==> src/hdl/jspsr_pkg.sv <==
package jspsr_pkg;

  // ****************************************
  // widths and reset values
  // ****************************************
  localparam int unsigned SEL_W     = 5;
  localparam int unsigned SCR_W     = 32;
  localparam int unsigned PORT_CNT  = 20;
  localparam logic [4:0]  SEL_RST   = 5'h00;
  localparam logic [31:0] SCR1_RST  = 32'h00000000;
  localparam logic [4:0]  IND_NONE  = 5'h1F;
  localparam logic [4:0]  PORT_LAST = 5'h12;
  localparam logic [4:0]  PORT_TMA  = 5'h13;
  localparam logic [4:0]  PORT_TMB  = 5'h14;

  // ****************************************
  // data register chosen by the switch tap
  // ****************************************
  typedef enum logic [1:0] {
    DR_SEL  = 2'b00,
    DR_SCR1 = 2'b01,
    DR_SCR2 = 2'b10,
    DR_NONE = 2'b11
  } jspsr_dr_t;

endpackage : jspsr_pkg

==> src/hdl/jspsr_regs.sv <==
`timescale 1ns/1ps
`default_nettype none
module jspsr_regs (
  input  wire logic                i_mclk,
  input  wire logic                i_srst,
  input  wire logic                i_config_mode,
  input  wire logic                i_periphery_active,
  input  wire logic                i_tm_a_slave_ok,
  input  wire logic                i_tm_b_slave_ok,
  input  wire jspsr_pkg::jspsr_dr_t i_dr_sel,
  input  wire logic                i_capture_dr,
  input  wire logic                i_shift_dr,
  input  wire logic                i_update_dr,
  input  wire logic                i_tdi,
  output logic                     o_tdo,
  output logic [4:0]               o_port_select_code,
  output logic [19:0]              o_port_onehot,
  output logic [4:0]               o_selected_port_indicator_n
);

  // ****************************************
  // state
  // ****************************************
  logic [4:0]  sel_q,   sel_d;
  logic [31:0] scr1_q,  scr1_d;
  logic [31:0] scr2_q,  scr2_d;
  logic [31:0] shreg_q, shreg_d;
  logic        tdo_q,   tdo_d;
  logic [19:0] hot_q,   hot_d;
  logic [4:0]  ind_q,   ind_d;
  logic        dec_valid;
  logic [19:0] dec_hot;
  logic [4:0]  dec_ind;
  logic        scan_ok;

  jspsr_port_decode u_dec (
    .i_code        (sel_q),
    .i_slave_a_ok  (i_tm_a_slave_ok),
    .i_slave_b_ok  (i_tm_b_slave_ok),
    .o_valid       (dec_valid),
    .o_onehot      (dec_hot),
    .o_indicator_n (dec_ind)
  );

  // ****************************************
  // scan path and register writes
  // ****************************************
  // the select field is only five stages long so its scan length matches the field
  always_comb begin
    scan_ok = ~i_periphery_active;
    sel_d   = sel_q;
    scr1_d  = scr1_q;
    scr2_d  = scr2_q;
    shreg_d = shreg_q;
    if (scan_ok && i_capture_dr) begin
      case (i_dr_sel)
        jspsr_pkg::DR_SEL:  shreg_d = {27'h0000000, sel_q};
        jspsr_pkg::DR_SCR1: shreg_d = scr1_q;
        jspsr_pkg::DR_SCR2: shreg_d = scr2_q;
        default:            shreg_d = 32'h00000000;
      endcase
    end else if (scan_ok && i_shift_dr) begin
      case (i_dr_sel)
        jspsr_pkg::DR_SEL: shreg_d = {27'h0000000, i_tdi, shreg_q[4:1]};
        default:           shreg_d = {i_tdi, shreg_q[31:1]};
      endcase
    end else if (scan_ok && i_update_dr) begin
      case (i_dr_sel)
        jspsr_pkg::DR_SEL: begin
          if (i_config_mode) begin
            sel_d = shreg_q[4:0];
          end
        end
        jspsr_pkg::DR_SCR1: scr1_d = shreg_q;
        jspsr_pkg::DR_SCR2: scr2_d = shreg_q;
        default:            sel_d  = sel_q;
      endcase
    end
    tdo_d = shreg_d[0];
    // ports drop while configuring or while periphery scan owns the pins
    hot_d = (i_config_mode || i_periphery_active) ? 20'h00000 : dec_hot;
    ind_d = i_periphery_active ? jspsr_pkg::IND_NONE : dec_ind;
  end

  always_ff @(posedge i_mclk) begin
    if (i_srst) begin
      sel_q   <= jspsr_pkg::SEL_RST;
      scr1_q  <= jspsr_pkg::SCR1_RST;
      shreg_q <= 32'h00000000;
      tdo_q   <= 1'b0;
      hot_q   <= 20'h00000;
      ind_q   <= jspsr_pkg::IND_NONE;
    end else begin
      sel_q   <= sel_d;
      scr1_q  <= scr1_d;
      shreg_q <= shreg_d;
      tdo_q   <= tdo_d;
      hot_q   <= hot_d;
      ind_q   <= ind_d;
    end
  end

  // no reset here: content stays undefined until the first write
  always_ff @(posedge i_mclk) begin
    scr2_q <= scr2_d;
  end

  assign o_tdo                       = tdo_q;
  assign o_port_select_code          = sel_q;
  assign o_port_onehot               = hot_q;
  assign o_selected_port_indicator_n = ind_q;
endmodule : jspsr_regs
`default_nettype wire

==> src/hdl/jspsr_port_decode.sv <==
`timescale 1ns/1ps
`default_nettype none
module jspsr_port_decode (
  input  wire logic [4:0]  i_code,
  input  wire logic        i_slave_a_ok,
  input  wire logic        i_slave_b_ok,
  output logic             o_valid,
  output logic [19:0]      o_onehot,
  output logic [4:0]       o_indicator_n
);

  // ****************************************
  // code to port
  // ****************************************
  logic [4:0] idx;

  always_comb begin
    idx     = i_code - 5'h01;
    o_valid = 1'b0;
    if ((i_code != 5'h00) && (i_code <= jspsr_pkg::PORT_LAST)) begin
      o_valid = 1'b1;
    end else if (i_code == jspsr_pkg::PORT_TMA) begin
      o_valid = i_slave_a_ok;
    end else if (i_code == jspsr_pkg::PORT_TMB) begin
      o_valid = i_slave_b_ok;
    end
    o_onehot      = o_valid ? (20'h00001 << idx) : 20'h00000;
    o_indicator_n = o_valid ? ~i_code : jspsr_pkg::IND_NONE;
  end

endmodule : jspsr_port_decode
`default_nettype wire

==> config.mk <==
export PLATFORM = sky130hd
export DESIGN_NAME = jspsr_regs
export DESIGN_NICKNAME = d
export VERILOG_FILES = /design/src/hdl/jspsr_pkg.sv /design/src/hdl/jspsr_regs.sv /design/src/hdl/jspsr_port_decode.sv
export SDC_FILE = /design/constraint.sdc
export NUM_CORES = 1
export LEC_CHECK = 0
export ABC_AREA = 1
export BUFFER_PORTS_ARGS = -buffer_cell sky130_fd_sc_hd__buf_4
export CORE_ASPECT_RATIO = 0.75
export CORE_MARGIN = 4
export CORE_UTILIZATION = 26
export CTS_CLUSTER_SIZE = 25
export DETAILED_ROUTE_END_ITERATION = 10
export GPL_TIMING_DRIVEN = 0
export PLACE_DENSITY = 0.53
export SYNTH_ARGS = -nofsm -noshare
export SYNTH_HDL_FRONTEND = slang
export SYNTH_SLANG_ARGS = --single-unit
==> constraint.sdc <==
create_clock -name i_mclk -period 2.6 [get_ports i_mclk]
set_clock_uncertainty 0.15 [all_clocks]
set_input_delay 0.26 -clock i_mclk [delete_from_list [all_inputs] [get_ports i_mclk]]
set_output_delay 0.26 -clock i_mclk [all_outputs]
set_load 0.005 [all_outputs]
==> flow_summary.json, run 1 <==
{
  "status": "finished clean",
  "clk_latency_ns": 0.41,
  "drive_above_1_share_pct": 16.6,
  "start_util_pct": 26.8,
  "cts_resized": 0,
  "ys_seq_area_share_pct": 56.9,
  "synth_edf_count": 32,
  "period_needed_ns": 1.99,
  "holdBufCountCts": 1,
  "numPortBuffers": 42,
  "final_cell_mix": "95 x o21ai_0, 94 x dfxtp_1, 70 x inv_1",
  "place_ws_ns": 0.500,
  "nFillCells": 1970,
  "synthCells": 573,
  "final_nets": 648,
  "fin_area_mm2": 0.00630,
  "cts_sinks": 126,
  "vias": 4105,
  "min_period_over_period_pct": 76.6,
  "grt_max_degree": 18,
  "regToRegSetupSlack_ns": 0.86,
  "timing.final.hold_violations": 0,
  "drt-wirelength-per-cell_um": 15.0,
  "worstSetupEndpointType": "flop",
  "grt_pass1_wl_um": 21800,
  "timing.max_cap.violations": 0,
  "grt_usage_pct": 12.8,
  "synth_ff_type": "dfxtp_1",
  "die-area_mm2": 0.0215,
  "cts_tree": "done",
  "drc": 0,
  "final_common_cell": "o21ai_0",
  "p_int_w": 0.00387,
  "cp_max_fo": 17,
  "synth_warnings": 0,
  "row_count": 43,
  "syn_nets": 585,
  "worstMarginPinSlew_ns": 0.609,
  "syn_to_final_growth_pct": 26.1,
  "first_pass_iters": 5,
  "via_per_inst": 4.58,
  "cts-buffers-inserted": 17,
  "die_h_um": 128,
  "multi_input_area_mm2": 0.00172,
  "n_antenna_cell": 0,
  "synth.distinct_cells": 29,
  "p_leak_nw": 2.30,
  "ys_ff_latch": 126,
  "rsz0062_at_grt": "no",
  "clkSlewWorstSetupHoldPaths_ns": 0.05,
  "setup_viol": 0,
  "core_area_mm2": 0.0187,
  "postRouteAntennaNets": 0,
  "dpl-instance-area_mm2": 0.00566,
  "grt_overflow": 0,
  "critPathLaunchType": "input pin",
  "seq_power_share_pct": 42.4,
  "finalSetupTns_ns": 0,
  "final_util_pct": 33.8,
  "syn_area_mm2": 0.00500,
  "power_frac_comb_pct": 5.7,
  "path_class": "input pin to flop",
  "clock_power_share_pct": 51.8,
  "max_slew_margin_pct": 59.3,
  "synthArstFlopShare_pct": 0,
  "power.density_mw_per_mm2": 788,
  "detail_route.iter0.violations": 306,
  "switching_power_w": 0.00109,
  "htreeDepth": 4,
  "die_w_um": 168,
  "fmax_mhz": 502,
  "io_pins": 43,
  "switching_share_pct": 22.0,
  "cp.arrival_ns": 1.96,
  "regArea_mm2": 0.00284,
  "gp_congestion": 0.756,
  "vdd_ir_drop_max_uv": 344,
  "fin_ws_ns": 0.607,
  "root_buffer": "clkbuf_16",
  "grt_pass1_vias": 3887,
  "postCtsSetupBuffers": 0,
  "avgSynthCellArea_um2": 8.72,
  "maxSlewViolCount": 0,
  "hp-class": "input pin to flop",
  "clk_path_buf_depth": 2,
  "wl_um": 13400,
  "dp_hpwl_um": 8850,
  "antenna_found_initial": 0,
  "cp.required_ns": 2.56
}
==> synth_stat cells, drive strengths merged, types with 8 or more instances <==
| cell | instances | share of area (%) |
|---|---|---|
| o21ai | 97 | 9.7 |
| nand3 | 8 | 1.4 |
| o22ai | 27 | 3.4 |
| nor2 | 53 | 4.3 |
| clkbuf | 19 | 1.4 |
| nand2 | 68 | 5.3 |
| buf | 16 | 1.7 |
| a21oi | 65 | 6.5 |
| dfxtp | 94 | 38 |
| edfxtp | 32 | 19 |
| inv | 74 | 5.6 |
==> flip-flops by register name, indices dropped and copies added, names as in the netlist <==
name                         count
scr2_q                          32
scr1_q                          32
o_selected_port_indicator_n      5
shreg_q                         32
o_port_select_code               5
o_port_onehot                   20
==> routing by layer <==
metal | GRT usage (%) | up-vias | routed length [um] | part of all wire, %
met2 | 17.8 | 92 | 5690 | 43
met5 | 0 | - | 0 | 0
met1 | 19.5 | 1942 | 6870 | 51
met3 | 3.55 | 12 | 709 | 5.3
met4 | 3.20 | 0 | 126 | 0.94
li1 | - | 2059 | - | -
==> cell type report <==
class	count	area share [%]
flip-flops and latches	126	45.1
multi-input cells	337	27.3
clock buffers	19	7.03
repair buffers	44	5.60
well taps	247	4.90
inverters	75	4.51
clock inverters	13	3.08
plain buffers	35	2.48
==> worst max-delay path, cell delays in order <==
cell and delay, ns:
dlygate4sd3_1 0.54, buf_4 0.16, inv_2 0.05, nand3_1 0.16, nor2_4 0.53, buf_16 0.24
==> path summary, 6_finish.rpt <==
| kind | from | endpoint | depth (start not counted) |
|---|---|---|---|
| worst max-delay path | i_periphery_active | scr2_q[8] | 6 |
| worst min-delay path | i_config_mode | o_port_select_code[1] | 3 |
| worst max register to register | o_port_select_code[0] | o_selected_port_indicator_n[0] | 6 |
| worst min register to register | scr1_q[27] | scr1_q[27] | 2 |
==> cells by family (layout without fill, tap and decap cells) <==
family          count (synthesis)  after routing  share of synthesized area (%)
buf+inv                       110            186                           8.82
flops                         126            126                           56.9
simple gates                  138            138                           13.2
compound gates                199            199                           21.1
==> metrics by stage <==
step / hold WS (ns) / power, W / cells
final: 0.133 / 0.00496 / 896
after detailed placement: 0.289 / 0.00243 / 863
after global placement: 0.285 / 0.00242 / 862
after floorplan: 0.218 / 0.00232 / 573
after global routing: 0.159 / 0.00514 / 896
after CTS: 0.115 / 0.00499 / 896
==> power by group through the flow <==
| stage | Clock [W] | Sequential [W] | Combinational (W) |
|---|---|---|---|
| finish | 0.00257 | 0.00211 | 0.000284 |
| global route | 0.00271 | 0.00211 | 0.000322 |
| CTS | 0.00260 | 0.00211 | 0.000282 |
| detailed placement | 0 | 0.00215 | 0.000280 |
| global placement | 0 | 0.00215 | 0.000277 |
| floorplan | 0 | 0.00213 | 0.000189 |
No activity file was read; power rests on OpenSTA's default activity.
==> run 2: changes to the inputs <==
==> constraint.sdc (replaced) <==
create_clock -name i_mclk -period 1.7 [get_ports i_mclk]
set_clock_uncertainty 0.15 [all_clocks]
set_input_delay 0.17 -clock i_mclk [delete_from_list [all_inputs] [get_ports i_mclk]]
set_output_delay 0.17 -clock i_mclk [all_outputs]
set_load 0.005 [all_outputs]
==> run 2 against run 1 <==
Against the previous run:
- sequential share of layout area up 0.47 points
- via count increased by 1.0%
- flip-flop and latch count is the same
- highest routed layer unchanged
==> flow_summary.json, run 2 (synthesis gave the netlist of run 1 again) <==
{
  "final_common_cell": "o21ai_0",
  "cp_max_fo": 7,
  "dpl-instance-area_mm2": 0.00563,
  "first_pass_iters": 4,
  "fin_area_mm2": 0.00625,
  "min_period_over_period_pct": 93.8,
  "crit_cells": 9,
  "cts_sinks": 126,
  "grt_pass1_vias": 3997,
  "switching_power_w": 0.00172,
  "power_frac_comb_pct": 6.2,
  "whs_ns": 0.0370,
  "finalSetupTns_ns": 0,
  "cts_tree": "done",
  "hold_path_depth": 3,
  "vdd_ir_drop_max_uv": 538,
  "postRouteAntennaNets": 0,
  "n_antenna_cell": 0,
  "worstSetupEndpointType": "flop",
  "critPathMaxStageDelay_ns": 0.32,
  "switching_share_pct": 24.4,
  "met3WireLength_um": 582,
  "final_cell_mix": "95 x o21ai_0, 90 x dfxtp_1, 69 x inv_1",
  "period_needed_ns": 1.60,
  "core_area_mm2": 0.0187,
  "r2r_cells": 9,
  "clkSlewWorstSetupHoldPaths_ns": 0.06,
  "gp_congestion": 0.738,
  "p_int_w": 0.00532,
  "clk_latency_ns": 0.41,
  "clock_power_share_pct": 48.0,
  "drt-wirelength-per-cell_um": 14.9,
  "die-area_mm2": 0.0215,
  "grt_max_degree": 17,
  "grt_usage_pct": 12.7,
  "maxSlewViolCount": 0,
  "path_delay_family": "simple AND/OR/NAND/NOR gates",
  "dr.max_layer_used": "met4",
  "rsz0062_at_grt": "no",
  "numPortBuffers": 42,
  "cp.required_ns": 1.83,
  "vias": 4147,
  "row_count": 43,
  "dp_hpwl_um": 8920,
  "slowest_stage": "dfxtp_2",
  "power.density_mw_per_mm2": 1130,
  "root_buffer": "clkbuf_16",
  "fmax_mhz": 627,
  "antenna_found_initial": 0,
  "dp.cells": 862,
  "seq_power_share_pct": 45.8,
  "drive_above_1_share_pct": 18.4,
  "io_pins": 43,
  "start_util_pct": 26.8,
  "max_slew_margin_pct": 57.8,
  "crit_chain": "buf_6 -> inv_6 -> nand2_1 -> nor2_4 -> nand3_2 -> nand3_4 -> nand2_2 -> nor2_4 -> nand2_1",
  "grt_overflow": 0,
  "cts-buffers-inserted": 17,
  "routedLengthMet1_um": 6930,
  "cp.arrival_ns": 1.73,
  "nFillCells": 1907,
  "finalNonFillerCells": 899,
  "die_w_um": 168,
  "drc": 0,
  "setup_viol": 0,
  "critPathLaunchType": "flop",
  "htreeDepth": 4,
  "die_h_um": 128,
  "wl_um": 13400,
  "final_nets": 651,
  "worstMarginPinSlew_ns": 0.631,
  "wl_met2_um": 5760,
  "status": "finished clean",
  "timing.final.hold_violations": 0,
  "path_buf_inv": 2,
  "timing.max_cap.violations": 0,
  "hp-class": "input pin to flop",
  "clk_path_buf_depth": 2,
  "p_leak_nw": 2.27,
  "top_regs": "scr1_q (32), scr2_q (32), shreg_q (32)",
  "detail_route.iter0.violations": 300,
  "grt_pass1_wl_um": 21600,
  "path_class": "flop to flop",
  "syn_to_final_growth_pct": 25.1,
  "via_per_inst": 4.61
}
-- run 2: cell types whose count changed in the layout (fill, tap and decap cells not counted), moves of 2 or more --
cell,before,now
buf_4,43,46
bufinv_16,5,1
clkinv_1,5,1
clkinv_2,1,3
clkinv_4,1,4
clkinvlp_4,2,4
dfxtp_1,94,90
dfxtp_2,0,4
inv_6,0,2
nor2_2,4,2
nor2_4,2,6
-- run 2: area by class of cell --
cell class	instances	area, um^2	share of cell area, %
timing repair buffer	46	348	5.57
sequential	126	2850	45.6
multi-input combinational	338	1750	28.0
inverter	75	287	4.59
buffer	35	156	2.50
clock inverter	13	119	1.90
clock buffer	19	433	6.93
tap	247	309	4.95
-- run 2: repair_timing --
action	4_1_cts	5_1_grt
pin swaps	0	3
resized for setup	2	9
buffers inserted	0	3
endpoints found under the hold margin	5	0
endpoints found under the setup margin	34	25
hold buffers	1	0
cloned	1	0
-- run 2: worst paths after layout --
kind	endpoint	slack (ns)	start
setup / recovery	o_selected_port_indicator_n[0]	0.10	o_port_select_code[2]
setup reg to reg	o_selected_port_indicator_n[0]	0.10	o_port_select_code[2]
hold / removal	o_port_select_code[1]	0.04	i_config_mode
hold reg to reg	scr1_q[22]	0.30	scr1_q[22]
-- run 2: tightest hold or removal path, delay by kind of cell --
kind | cells | cell delay, ns
and+or+nand+nor | 1 | 0.17
AOI/OAI and AO/OA | 1 | 0.09
buffers and inverters | 1 | 0.12
-- run 2: stage by stage --
| step | setup WS [ns] | utilization (%) | power, W |
|---|---|---|---|
| finish | 0.105 | 33.5 | 0.00703 |
| global route | 0.00137 | 33.5 | 0.00731 |
| CTS | 0.0123 | 33.2 | 0.00709 |
| detailed placement | -0.523 | 30.1 | 0.00371 |
| global placement | -0.514 | 30.1 | 0.00371 |
| floorplan | 0.162 | - | 0.00355 |
-- run 2: metal layers --
metal | track usage (%) | vias up
met1 | 18.9 | 1984
met4 | 3.63 | 0
li1 | - | 2067
met2 | 18.3 | 89
met5 | 0 | -
met3 | 2.99 | 7
-- run 2: power groups by stage --
stage	Clock, W	Combinational, W	Sequential [W]
floorplan	0	0.000291	0.00326
global placement	0	0.000424	0.00328
detailed placement	0	0.000425	0.00328
CTS	0.00344	0.000433	0.00322
global route	0.00358	0.000492	0.00323
finish	0.00338	0.000434	0.00322
==> run 3: changes to the inputs <==
--- a/config.mk
+++ b/config.mk
@@ -13,7 +13,7 @@
 export CTS_CLUSTER_SIZE = 25
 export DETAILED_ROUTE_END_ITERATION = 10
 export GPL_TIMING_DRIVEN = 0
-export PLACE_DENSITY = 0.53
+export PLACE_DENSITY = 0.51
 export SYNTH_ARGS = -nofsm -noshare
 export SYNTH_HDL_FRONTEND = slang
 export SYNTH_SLANG_ARGS = --single-unit
==> constraint.sdc (replaced) <==
create_clock -name i_mclk -period 2.05 [get_ports i_mclk]
set_clock_uncertainty 0.15 [all_clocks]
set_input_delay 0.205 -clock i_mclk [delete_from_list [all_inputs] [get_ports i_mclk]]
set_output_delay 0.205 -clock i_mclk [all_outputs]
set_load 0.005 [all_outputs]
==> run 3 against run 2 <==
Against the previous run:
- worst setup slack better by 0.064 ns
- via count decreased by 0.84%
- critical path depth shrank 1
- register-to-register slack gained 0.15 ns
- sequential share of layout area barely moved
- clock power shrank 14%
- design area decreased by 0.18%
- global-route usage rose by 0.41 points
- total power decreased by 15%
- combinational power down 18%
- flip-flop and latch count unchanged
- largest power group unchanged
==> flow_summary.json, run 3 (synthesis gave the netlist of run 1 again) <==
{
  "final_common_cell": "o21ai_0",
  "die_w_um": 168,
  "period_needed_ns": 1.88,
  "syn_to_final_growth_pct": 24.8,
  "path_delay_family": "buffers and inverters",
  "row_count": 43,
  "vias": 4112,
  "numPortBuffers": 42,
  "max_slew_margin_pct": 58.9,
  "final_nets": 648,
  "drc": 0,
  "die_h_um": 128,
  "rsz0062_at_grt": "no",
  "nFillCells": 1947,
  "cts_tree": "done",
  "cts-buffers-inserted": 17,
  "via_per_inst": 4.59,
  "clock_power_share_pct": 49.1,
  "grt_pass1_wl_um": 22100,
  "fmax_mhz": 532,
  "r2r_cells": 6,
  "cp_max_fo": 10,
  "final_util_pct": 33.4,
  "drive_above_1_share_pct": 17.1,
  "setup_viol": 0,
  "root_buffer": "clkbuf_16",
  "cts_sinks": 126,
  "final_cell_mix": "95 x o21ai_0, 94 x dfxtp_1, 70 x inv_1",
  "cp.required_ns": 2.17,
  "grt_max_degree": 24,
  "crit_chain": "dlygate4sd3_1 -> buf_4 -> inv_2 -> nand3_1 -> inv_2 -> nand3_2 -> clkbuf_1 -> a21oi_1",
  "slowest_stage": "dlygate4sd3_1",
  "multi_input_area_mm2": 0.00172,
  "drt-wirelength-per-cell_um": 15.1,
  "hold_path_depth": 3,
  "p_total_w": 0.00595,
  "grt_overflow": 0,
  "htreeDepth": 4,
  "wl_um": 13600,
  "dp_hpwl_um": 8980,
  "switching_power_w": 0.00138,
  "p_leak_nw": 2.28,
  "postRouteAntennaNets": 0,
  "start_util_pct": 26.8,
  "path_class": "input pin to flop",
  "io_pins": 43,
  "detail_route.iter0.violations": 306,
  "top_regs": "scr1_q (32), scr2_q (32), shreg_q (32)",
  "min_period_over_period_pct": 91.8,
  "postCtsSetupBuffers": 0,
  "gp_congestion": 0.789,
  "cp.arrival_ns": 2.00,
  "worstMarginPinSlew_ns": 0.617,
  "holdBufCountCts": 1,
  "hp-class": "input pin to flop",
  "clkSlewWorstSetupHoldPaths_ns": 0.06,
  "n_antenna_cell": 0,
  "grt_usage_pct": 13.1,
  "maxSlewViolCount": 0,
  "seq_power_share_pct": 44.9,
  "core_area_mm2": 0.0187,
  "regArea_mm2": 0.00284,
  "p_int_w": 0.00457,
  "dp.cells": 863,
  "whs_ns": 0.0735,
  "critPathLaunchType": "input pin",
  "grt_pass1_vias": 3963,
  "timing.final.hold_violations": 0,
  "cts_resized": 0,
  "cp_common_cell": "inv_2",
  "status": "finished clean",
  "worstSetupEndpointType": "flop",
  "critPathMaxStageDelay_ns": 0.54,
  "path_buf_inv": 5,
  "antenna_found_initial": 0,
  "clk_latency_ns": 0.41,
  "finalNonFillerCells": 896,
  "power.density_mw_per_mm2": 954,
  "die-area_mm2": 0.0215,
  "switching_share_pct": 23.1,
  "timing.max_cap.violations": 0,
  "clk_path_buf_depth": 2,
  "finalSetupTns_ns": 0,
  "vdd_ir_drop_max_uv": 590,
  "power_frac_comb_pct": 6.0,
  "crit_cells": 8,
  "first_pass_iters": 5
}
[run 3: cell count changes in the layout (fill, tap and decap cells not counted), sizes merged]
| cell | before | now |
|---|---|---|
| clkbuf | 38 | 42 |
| clkinvlp | 4 | 0 |
| buf | 61 | 59 |
| clkinv | 8 | 7 |
| inv | 75 | 76 |
| nor2 | 54 | 53 |
[run 3: final cells by class]
type / count / share of cell area (%)
sequential: 126 / 45.6
clock buffer: 23 / 8.00
multi-input combinational: 337 / 27.6
tap: 247 / 4.95
timing repair buffer: 44 / 5.54
buffer: 35 / 2.51
inverter: 75 / 4.55
clock inverter: 9 / 1.28
[run 3: power groups by stage]
stage	sequential (W)	clock, W	combinational (W)
after detailed placement	0.00272	0	0.000353
after CTS	0.00267	0.00298	0.000358
after global routing	0.00268	0.00311	0.000412
after global placement	0.00272	0	0.000353
final	0.00267	0.00292	0.000358
after floorplan	0.00271	0	0.000240
[run 3: stage by stage]
stage	setup WS [ns]	cell area [um^2]
4_1_cts	0.174	6240
3_5_place_dp	0.245	5650
3_3_place_gp	-0.651	5620
2_1_floorplan	0.153	5000
6_report	0.169	6240
5_1_grt	0.0385	6240
[run 3: tightest hold or removal path: stages]
cell and delay [ns]:
buf_4 0.12, nand3_2 0.17, a21oi_1 0.09
[run 3: metal layers]
metal / track usage [%] / wire length, um / vias to the layer above / part of all wire [%]
met5: 0 / 0 / - / 0
met4: 3.44 / 121 / 0 / 0.89
met3: 3.45 / 556 / 11 / 4.1
met2: 18.5 / 5790 / 87 / 43
met1: 19.6 / 7100 / 1951 / 52
li1: - / - / 2063 / -
[run 3: final timing paths]
check | startpoint | endpoint | slack, ns
min reg2reg | scr1_q[6] | scr1_q[6] | 0.30
max | i_periphery_active | scr1_q[21] | 0.17
min | i_config_mode | o_port_select_code[3] | 0.07
max reg2reg | o_port_select_code[0] | o_selected_port_indicator_n[2] | 0.25
